File: src/fect_secded.sv
`timescale 1ns/1ps
module fect_secded #(
    parameter int DW = 64,
    parameter int CW = 8
) (
    // word under check
    input wire logic [DW-1:0] data_in,
    input wire logic [CW-1:0] check_in,
    // results
    output logic [CW-1:0] check_gen,
    output logic [DW-1:0] data_out,
    output logic single_err,
    output logic double_err
);
    // odd-weight columns of weight three or more, one per data bit
    function automatic logic [CW-1:0] col_code(input int idx);
        int n;
        int w;
        logic [CW-1:0] c;
        n = 0;
        col_code = '0;
        for (int v = 1; v < (1 << CW); v++) begin
            c = CW'(v);
            w = $countones(c);
            if (w >= 3 && (w % 2) == 1) begin
                if (n == idx) begin
                    col_code = c;
                end
                n++;
            end
        end
    endfunction

    logic [CW-1:0] contrib [DW];
    logic [DW-1:0] flip;
    logic [CW-1:0] syn;

    for (genvar j = 0; j < DW; j++) begin : g_col
        localparam logic [CW-1:0] COL = col_code(j);
        assign contrib[j] = data_in[j] ? COL : '0;
        assign flip[j] = (syn == COL);
    end

    // check bits from data bits only, no address term
    always_comb begin
        check_gen = '0;
        for (int j = 0; j < DW; j++) begin
            check_gen = check_gen ^ contrib[j];
        end
    end

    assign syn = check_gen ^ check_in;
    assign data_out = data_in ^ flip;
    assign single_err = (^syn) && (($onehot(syn)) || (|flip));
    assign double_err = (syn != '0) && !single_err;
endmodule

File: config.mk
export PLATFORM = sky130hd
export DESIGN_NAME = fect_secded
export DESIGN_NICKNAME = d
export VERILOG_FILES = /design/src/fect_secded.sv
export SDC_FILE = /design/constraint.sdc
export NUM_CORES = 1
export LEC_CHECK = 0
export BUFFER_PORTS_ARGS = -buffer_cell sky130_fd_sc_hd__buf_2
export CAP_MARGIN = 40
export CELL_PAD_IN_SITES_DETAIL_PLACEMENT = 1
export CELL_PAD_IN_SITES_GLOBAL_PLACEMENT = 2
export CORE_MARGIN = 2
export CORE_UTILIZATION = 27
export DETAILED_ROUTE_END_ITERATION = 16
export PLACE_DENSITY = 0.95
export SYNTH_ARGS = -nofsm -noshare
export SYNTH_HDL_FRONTEND = slang
export SYNTH_SLANG_ARGS = --single-unit
File: constraint.sdc
create_clock -name vclk -period 9.3
set_input_delay 1.86 -clock vclk [all_inputs]
set_output_delay 1.86 -clock vclk [all_outputs]
set_load 0.01 [all_outputs]
==> results of run 1 <==
-- cell usage after synthesis (all sizes together) --
master,count
xnor2,109
xor2,71
nor2,50
nand2,27
xnor3,20
ha,18
clkbuf,16
nand4,13
inv,11
o21ai,10
a22oi,7
a21oi,5
fa,4
nand3,4
a211oi,3
a22o,3
a31oi,3
a41oi,3
o22ai,3
a21boi,1
a21o,1
a221o,1
a32o,1
and2,1
and3,1
buf,1
mux2,1
nor3,1
o2111ai,1
o2bb2ai,1
or4,1
-- final cells by class --
class	instances	area share [%]
inverter	11	0.991
timing repair buffer	149	18.1
multi-input combinational	364	76.6
tap	143	4.30
-- layer usage --
layer / share of wire [%] / GRT usage (%)
met3: 8.9 / 2.86
met2: 47 / 33.4
met1: 43 / 28.1
met4: 1.7 / 2.93
met5: 0 / 0
-- what timing repair did --
| item | in CTS | in global routing |
|---|---|---|
| pin swaps | 0 | 8 |
| setup buffers | 0 | 3 |
| setup endpoints to repair | 1 | 2 |
| cloned | 0 | 0 |
| gates resized for setup | 1 | 14 |
-- worst min-delay path, stage by stage --
cell and delay, ns:
sky130_fd_sc_hd__buf_2 0.11, sky130_fd_sc_hd__xor2_1 0.06, sky130_fd_sc_hd__buf_2 0.13
-- logic make-up after synthesis --
kind of cell / count (synthesis) / synth area share (%)
AND/OR/NAND/NOR: 98 / 13.0
adder cells (fa/ha/maj): 22 / 9.57
buffers and inverters: 28 / 3.30
XOR/XNOR: 200 / 64.6
AO/OA/AOI/OAI: 43 / 9.18
multiplexers: 1 / 0.353
-- stage by stage --
| step | cell area [µm²] | hold WS (ns) |
|---|---|---|
| after global routing | 4170 | 4.03 |
| final | 4170 | 4.02 |
| after floorplan | 3190 | 3.80 |
| after CTS | 4040 | 4.02 |
| after detailed placement | 4040 | 4.02 |
| after global placement | 4040 | 4.01 |
-- worst min-delay path by stage --
stage	endpoint	slack, ns	cells after the start
CTS	data_out[34]	4.02	3
global placement	data_out[28]	4.01	3
finish	data_out[34]	4.02	3
detailed placement	data_out[34]	4.02	3
global route	data_out[33]	4.03	3
floorplan	data_out[10]	3.80	1
==> flow_summary.ini, run 1 <==
[sta]
tightest_slew_ns = 0.766
timing.final.crit_share_pct = 97.5
achievable-frequency_mhz = 110
hold_violations = 0
finalWorstSetupSlack_ns = 0.229
layout_min_cycle_time_ns = 9.07
timing_max_transition_violations_final = 0
final.setup.tns_ns = 0
slew_headroom_pct = 48.9
finalSetupViolations = 0
rsz_0062_raised_after_global_routing = no

[place]
dpl.hpwl_um = 11400
port-buffer-count = 146
place.detailed.instances = 664
worst_slack_at_placement_ns = 0.00284
gp_congestion = 0.865

[route]
postRouteWirelength_um = 13600
via_per_inst = 5.04
routedWlPerCell_um = 20.4
post_route_drc = 0
first_iter_violations = 328
vias = 3365
post_detailed_route_count_of_antenna_violating_nets = 0
detailedRoute.firstPassIterationCount = 5

[synthesis]
yosys.area.top_type_share_pct = 29.1
syn_inst = 392
synth_top_area_cell = sky130_fd_sc_hd__xnor2_1
syn-num-nets = 486
synth.yosys.warnings = 0
synth_area_mm2 = 0.00319
yosysUniqueCellTypes = 34
syn-mean-instance-area_um2 = 8.14
seq_area_frac_synth_pct = 0
netlist_top_cells_area = sky130_fd_sc_hd__xnor2_1 (29%), sky130_fd_sc_hd__xor2_1 (19%), sky130_fd_sc_hd__xnor3_1 (13%), sky130_fd_sc_hd__ha_1 (7.1%), sky130_fd_sc_hd__nor2_1 (5.9%)

[final_layout]
post_route_cells_drive_above_1_share_pct = 32.4
multi_input_combinational_cell_area_mm2 = 0.00319
diodes = 0
filler_cell_count = 1413
syn_to_final_growth_pct = 30.6
layout.cells.most_common = sky130_fd_sc_hd__buf_2
fin_cells = 667
final_nets = 620
final_cell_mix = sky130_fd_sc_hd__buf_2 (146), sky130_fd_sc_hd__xnor2_1 (98), sky130_fd_sc_hd__xor2_1 (66), sky130_fd_sc_hd__nor2_1 (50), sky130_fd_sc_hd__nand2_1 (27)
final_layout_clock_buffer_total = 0
numSequentialCells = 0
layout.area.seq_um2 = 0
post-route-util_pct = 36.3

[worst_setup_path]
critical_path_depth = 19
crit_path_end = double_err
worstPathArrival_ns = 7.21
critical-path-top-delay-family = XOR/XNOR gates
worst_ep_required_time_ns = 7.44
critical_path.startpoint_type = primary input
crit_path_cell_trace = buf_2 -> xnor2_1 -> xnor3_1 -> xnor2_1 -> xnor2_1 -> xnor2_1 -> xor2_1 -> fa_1 -> fa_1 -> inv_1 -> ha_1 -> inv_1 -> fa_1 -> mux2_2 -> a32o_1 -> a211oi_2 -> a31oi_1 -> a41oi_1 -> buf_2
endpoint_kind = output port
worstPathBufferInverterCount = 4
critical-path-max-stage-delay_ns = 0.51
crit_slowest_cell = sky130_fd_sc_hd__xnor2_1
critical-path-top-cell-by-count = sky130_fd_sc_hd__xnor2_1
worstSetupPathType = primary input to output port
critPathMaxFanout = 3
startpoint = data_in[35]

[floorplan]
fp.dieW_um = 113
floorplan.die_area_mm2 = 0.0127
initial_core_util_pct = 27.8
fp.dieH_um = 113
io_pins = 146
rows = 39
coreArea_mm2 = 0.0115

[worst_hold_path]
min-delay-start = data_in[34]
min-delay-path-class = primary input to output port

[outcome]
outcome = finished, final reports clean

[global_route]
antenna_found_initial = 0
grt_start_max_net_pins = 23
grt_use_total_pct = 20.0
grt.overflow.total = 0
grt_pass1_wl_um = 20000
grt_pass1_vias = 3451

[clock_network]
cts_hold_buf = 0

[job]
timing.max_cap.violations = 0
Power of run 1 is left out: the tool's default activity adds up to more than one toggle a clock period on the data nets, which glitch-free logic cannot reach.
==> run 2: changes to the inputs <==
CORE_ASPECT_RATIO = 2   (was default)
CORE_MARGIN = 5   (was 2)
==> run 2 against run 1 <==
  * Global-route usage is 0.85 points higher
  * Count of clock-buffer cells in the layout unchanged
  * Cell count grew 1.2%
  * Cell area increased by 0.48%
  * Non-clock buffer count is 6 higher
  * Die area is 12% higher
  * Worst hold slack is essentially flat
  * Via count increased by 1.8%
  * Maximum frequency increased by 0.19%
  * Sequential share of layout area stayed put
  * Critical endpoint unchanged
  * Largest cell class unchanged
==> flow_summary.ini, run 2 (same netlist as run 1, synthesis figures left out) <==
[final_layout]
final_nets = 626
filler_cell_count = 1492
post_route_cells_drive_above_1_share_pct = 32.8
diodes = 0
final_layout_clock_buffer_total = 0
layout.area.seq_um2 = 0
final_cell_mix = sky130_fd_sc_hd__buf_2 (146), sky130_fd_sc_hd__xnor2_1 (102), sky130_fd_sc_hd__xor2_1 (66), sky130_fd_sc_hd__nor2_1 (50), sky130_fd_sc_hd__nand2_1 (27)
layout.cells.most_common = sky130_fd_sc_hd__buf_2
numSequentialCells = 0
syn_to_final_growth_pct = 31.2

[global_route]
grt.overflow.total = 0
grt_pass1_vias = 3733
grt_pass1_wl_um = 22400
antenna_found_initial = 0
grt_start_max_net_pins = 23
grt_use_total_pct = 20.9

[worst_setup_path]
worst_ep_required_time_ns = 7.44
worstPathArrival_ns = 7.19
critical-path-top-cell-by-count = sky130_fd_sc_hd__fa_1
critPathMaxFanout = 3
crit_path_cell_trace = buf_2 -> xnor3_1 -> xnor3_2 -> xnor3_2 -> xnor2_2 -> xnor2_2 -> xor2_2 -> fa_1 -> inv_1 -> fa_1 -> fa_1 -> inv_1 -> ha_1 -> inv_1 -> fa_1 -> mux2_2 -> a32o_1 -> a211oi_2 -> a31oi_1 -> a41oi_1 -> buf_2
worstSetupPathType = primary input to output port
critical_path.startpoint_type = primary input
critical-path-top-delay-family = adder cells
endpoint_kind = output port
crit_slowest_cell = sky130_fd_sc_hd__fa_1
critical-path-max-stage-delay_ns = 0.51
worstPathBufferInverterCount = 5

[floorplan]
rows = 56
io_pins = 146
fp.dieH_um = 164
initial_core_util_pct = 27.4
fp.dieW_um = 86.9
coreArea_mm2 = 0.0116
floorplan.die_area_mm2 = 0.0142

[sta]
achievable-frequency_mhz = 110
hold_violations = 0
timing.final.crit_share_pct = 97.3
finalSetupViolations = 0
finalWorstSetupSlack_ns = 0.246
slew_headroom_pct = 41.4
timing_max_transition_violations_final = 0
layout_min_cycle_time_ns = 9.05
tightest_slew_ns = 0.880

[route]
routedWlPerCell_um = 23.1
via_per_inst = 5.08
detailedRoute.firstPassIterationCount = 4
first_iter_violations = 211
postRouteWirelength_um = 15600
vias = 3427
post_route_drc = 0
post_detailed_route_count_of_antenna_violating_nets = 0

[place]
port-buffer-count = 146
dpl.hpwl_um = 13400
worst_slack_at_placement_ns = 0.123
gp_congestion = 0.956

[job]
timing.max_cap.violations = 0

[outcome]
outcome = finished, final reports clean

[worst_hold_path]
min-delay-path-class = primary input to output port
run 2: final timing paths:
kind / start / end / slack [ns] / cells after the start
min: data_in[18] / data_out[18] / 4.02 / 3
max: data_in[59] / double_err / 0.25 / 21
run 2: layout make-up:
class              instances  area (µm²)  area share, %
inverters                 11        41.3          0.987
well taps                145         181           4.33
repair buffers           155         798           19.1
multi-input cells        364        3160           75.6
run 2: per-layer routing:
metal  part of all wire, %  wire (µm)  global-route usage, %
met5                     0          0                      0
met4                   6.4        996                   10.3
met3                   5.0        781                   1.56
met2                    59       9140                   42.6
met1                    30       4640                   19.7
run 2: repair_timing:
item / in CTS / in global routing
resized for setup: 0 / 13
setup buffers: 0 / 4
endpoints found under the setup margin: 0 / 2
hold buffers: 0 / 0
run 2: through the flow:
step | cells | area [µm²] | hold WS [ns] | util, % | TNS, ns
finish | 675 | 4190 | 4.02 | 36.0 | 0
floorplan | 392 | 3190 | 3.80 | - | 0
detailed placement | 671 | 4080 | 4.02 | 35.0 | 0
CTS | 671 | 4080 | 4.02 | 35.0 | 0
global placement | 671 | 4080 | 4.02 | 35.0 | 0
global route | 675 | 4190 | 4.02 | 36.0 | -0.0256
Power of run 2 is left out for the same reason.
==> run 3: changes to the inputs <==
ABC_AREA = 1   (was default)
REMOVE_ABC_BUFFERS = 1   (was default)
==> run 3 against run 2 <==
  * Area after synthesis grew 55%
  * Highest routed layer unchanged
  * Largest cell class unchanged
  * Critical path type unchanged
  * Worst setup slack better by 0.46 ns
  * Maximum frequency is 5.4% higher
==> flow_summary.ini, run 3 <==
[outcome]
outcome = finished, final reports clean

[worst_hold_path]
min_delay_path_depth = 3
min-delay-path-class = primary input to output port
min-delay-start = data_in[0]

[worst_setup_path]
critPathMaxFanout = 7
worstPathBufferInverterCount = 7
startpoint = data_in[25]
endpoint_kind = output port
critical-path-top-cell-by-count = sky130_fd_sc_hd__nand2_1
critical-path-max-stage-delay_ns = 0.56
critical_path_depth = 29
critical_path.startpoint_type = primary input
worst_ep_required_time_ns = 7.44
critical-path-top-delay-family = adder cells
worstPathArrival_ns = 6.73
crit_slowest_cell = sky130_fd_sc_hd__fa_1
worstSetupPathType = primary input to output port

[sta]
rsz_0062_raised_after_global_routing = no
finalSetupViolations = 0
slew_headroom_pct = 42.1
hold_violations = 0
timing_max_transition_violations_final = 0
achievable-frequency_mhz = 116
timing.final.crit_share_pct = 92.4
holdWs_ns = 4.05
tightest_slew_ns = 0.862
layout_min_cycle_time_ns = 8.59
final.setup.tns_ns = 0

[global_route]
grt_use_total_pct = 23.0
grt_pass1_wl_um = 36600
grt_start_max_net_pins = 10
antenna_found_initial = 2
grt.overflow.total = 0
grt_pass1_vias = 6335

[floorplan]
rows = 70
coreArea_mm2 = 0.0181
fp.dieH_um = 201
initial_core_util_pct = 27.2
floorplan.die_area_mm2 = 0.0212
io_pins = 146
fp.dieW_um = 106

[synthesis]
synth_area_mm2 = 0.00493
synth.most_common_cell = sky130_fd_sc_hd__nand2_1
netlist_top_cells_area = sky130_fd_sc_hd__nand2_1 (25%), sky130_fd_sc_hd__xor2_1 (19%), sky130_fd_sc_hd__xnor2_1 (13%), sky130_fd_sc_hd__inv_1 (8.4%), sky130_fd_sc_hd__nand3_1 (7.8%)
yosysUniqueCellTypes = 35
yosys.area.top_type_share_pct = 24.8
seq_area_frac_synth_pct = 0
syn_inst = 893
synth_top_area_cell = sky130_fd_sc_hd__nand2_1
synth.yosys.warnings = 0
syn-mean-instance-area_um2 = 5.53
synthTopCellsByCount = sky130_fd_sc_hd__nand2_1 (326), sky130_fd_sc_hd__inv_1 (111), sky130_fd_sc_hd__xor2_1 (105)

[place]
port-buffer-count = 146
gp_congestion = 0.972
dpl.hpwl_um = 23300

[route]
first_iter_violations = 190
postRouteWirelength_um = 25500
post_detailed_route_count_of_antenna_violating_nets = 0
detailedRoute.firstPassIterationCount = 4
vias = 6047
routedWlPerCell_um = 20.9
via_per_inst = 4.96
post_route_drc = 0

[clock_network]
cts_hold_buf = 0
cts_repair_resize_count = 0
cts_setup_buffers = 0

[pwr]
power_frac_seq_pct = 0
power.static_leakage_nw = 3.41
power.ir.vdd_worst_mv = 0.0840
power_density_mw_per_mm2 = 157
sw_frac_of_total_pct = 64.4
combPwrFrac_pct = 100.0
power_report.internal_total_w = 0.000319
power.clock.fraction_pct = 0
switching_power_w = 0.000578

[final_layout]
final_cell_mix = sky130_fd_sc_hd__nand2_1 (326), sky130_fd_sc_hd__buf_2 (146), sky130_fd_sc_hd__inv_1 (111), sky130_fd_sc_hd__xor2_1 (105), sky130_fd_sc_hd__nand3_1 (77)
numSequentialCells = 0
layout.cells.most_common = sky130_fd_sc_hd__nand2_1
final_nets = 1096
post_route_cells_drive_above_1_share_pct = 18.4
layout.area.seq_um2 = 0
final_layout_clock_buffer_total = 0
syn_to_final_growth_pct = 15.5

[job]
timing.max_cap.violations = 0
[run 3: changes by cell type after synthesis, moves of 18 or more]
cell	previous run	this run
sky130_fd_sc_hd__inv_1	11	111
sky130_fd_sc_hd__nand2_1	27	326
sky130_fd_sc_hd__nand3_1	4	77
sky130_fd_sc_hd__xnor2_1	106	71
sky130_fd_sc_hd__xnor3_1	18	0
sky130_fd_sc_hd__xor2_1	70	105
[run 3: worst min-delay path, delay by kind of cell]
family / cells / cell delay, ns
xor+xnor: 1 / 0.08
buf+inv: 2 / 0.26
[run 3: layout make-up]
class / instances / area (µm²)
inverters: 120 / 450
diodes: 2 / 5.00
fillers: 2539 / 12400
repair buffers: 147 / 738
multi-input cells: 733 / 4240
well taps: 216 / 270
[run 3: kinds of logic (layout without fill, tap and decap cells)]
family | count (synthesis) | in the layout | synth area share (%)
simple gates | 525 | 525 | 46.3
xor+xnor | 180 | 180 | 32.6
buf+inv | 160 | 267 | 14.2
fa+ha+maj | 22 | 22 | 6.19
compound gates | 6 | 6 | 0.761
other cells | 0 | 2 | 0
[run 3: through the flow]
| step | total power (W) | instances | cell area [µm²] | setup WS, ns | utilization [%] |
|---|---|---|---|---|---|
| after floorplan | 0.000595 | 853 | 4690 | 1.58 | - |
| after global placement | 0.000878 | 1216 | 5690 | 0.763 | 31.4 |
| after detailed placement | 0.000901 | 1216 | 5690 | 0.694 | 31.4 |
| after CTS | 0.000905 | 1216 | 5690 | 0.681 | 31.4 |
| after global routing | 0.00100 | 1218 | 5700 | 0.267 | 31.4 |
| final | 0.000898 | 1218 | 5700 | 0.709 | 31.4 |
[run 3: power by group through the flow]
stage | sequential [W] | combinational (W) | clock, W
3_3_place_gp | 0 | 0.000878 | 0
5_1_grt | 0 | 0.00100 | 0.0000000000288
3_5_place_dp | 0 | 0.000901 | 0
4_1_cts | 0 | 0.000905 | 0
6_report | 0 | 0.000898 | 0.0000000000289
2_1_floorplan | 0 | 0.000595 | 0
[run 3: final timing paths]
check	end	slack [ns]
worst min-delay path	data_out[0]	4.05
worst max-delay path	single_err	0.71
[run 3: layer usage]
metal	wire (µm)	part of all wire (%)	vias up	global-route usage, %
li1	-	-	2899	-
met4	2570	10	0	18.1
met2	13800	54	196	45.0
met3	981	3.9	95	1.93
met1	8110	32	2857	20.9
met5	0	0	-	0
(Power assumes the default switching activity.)
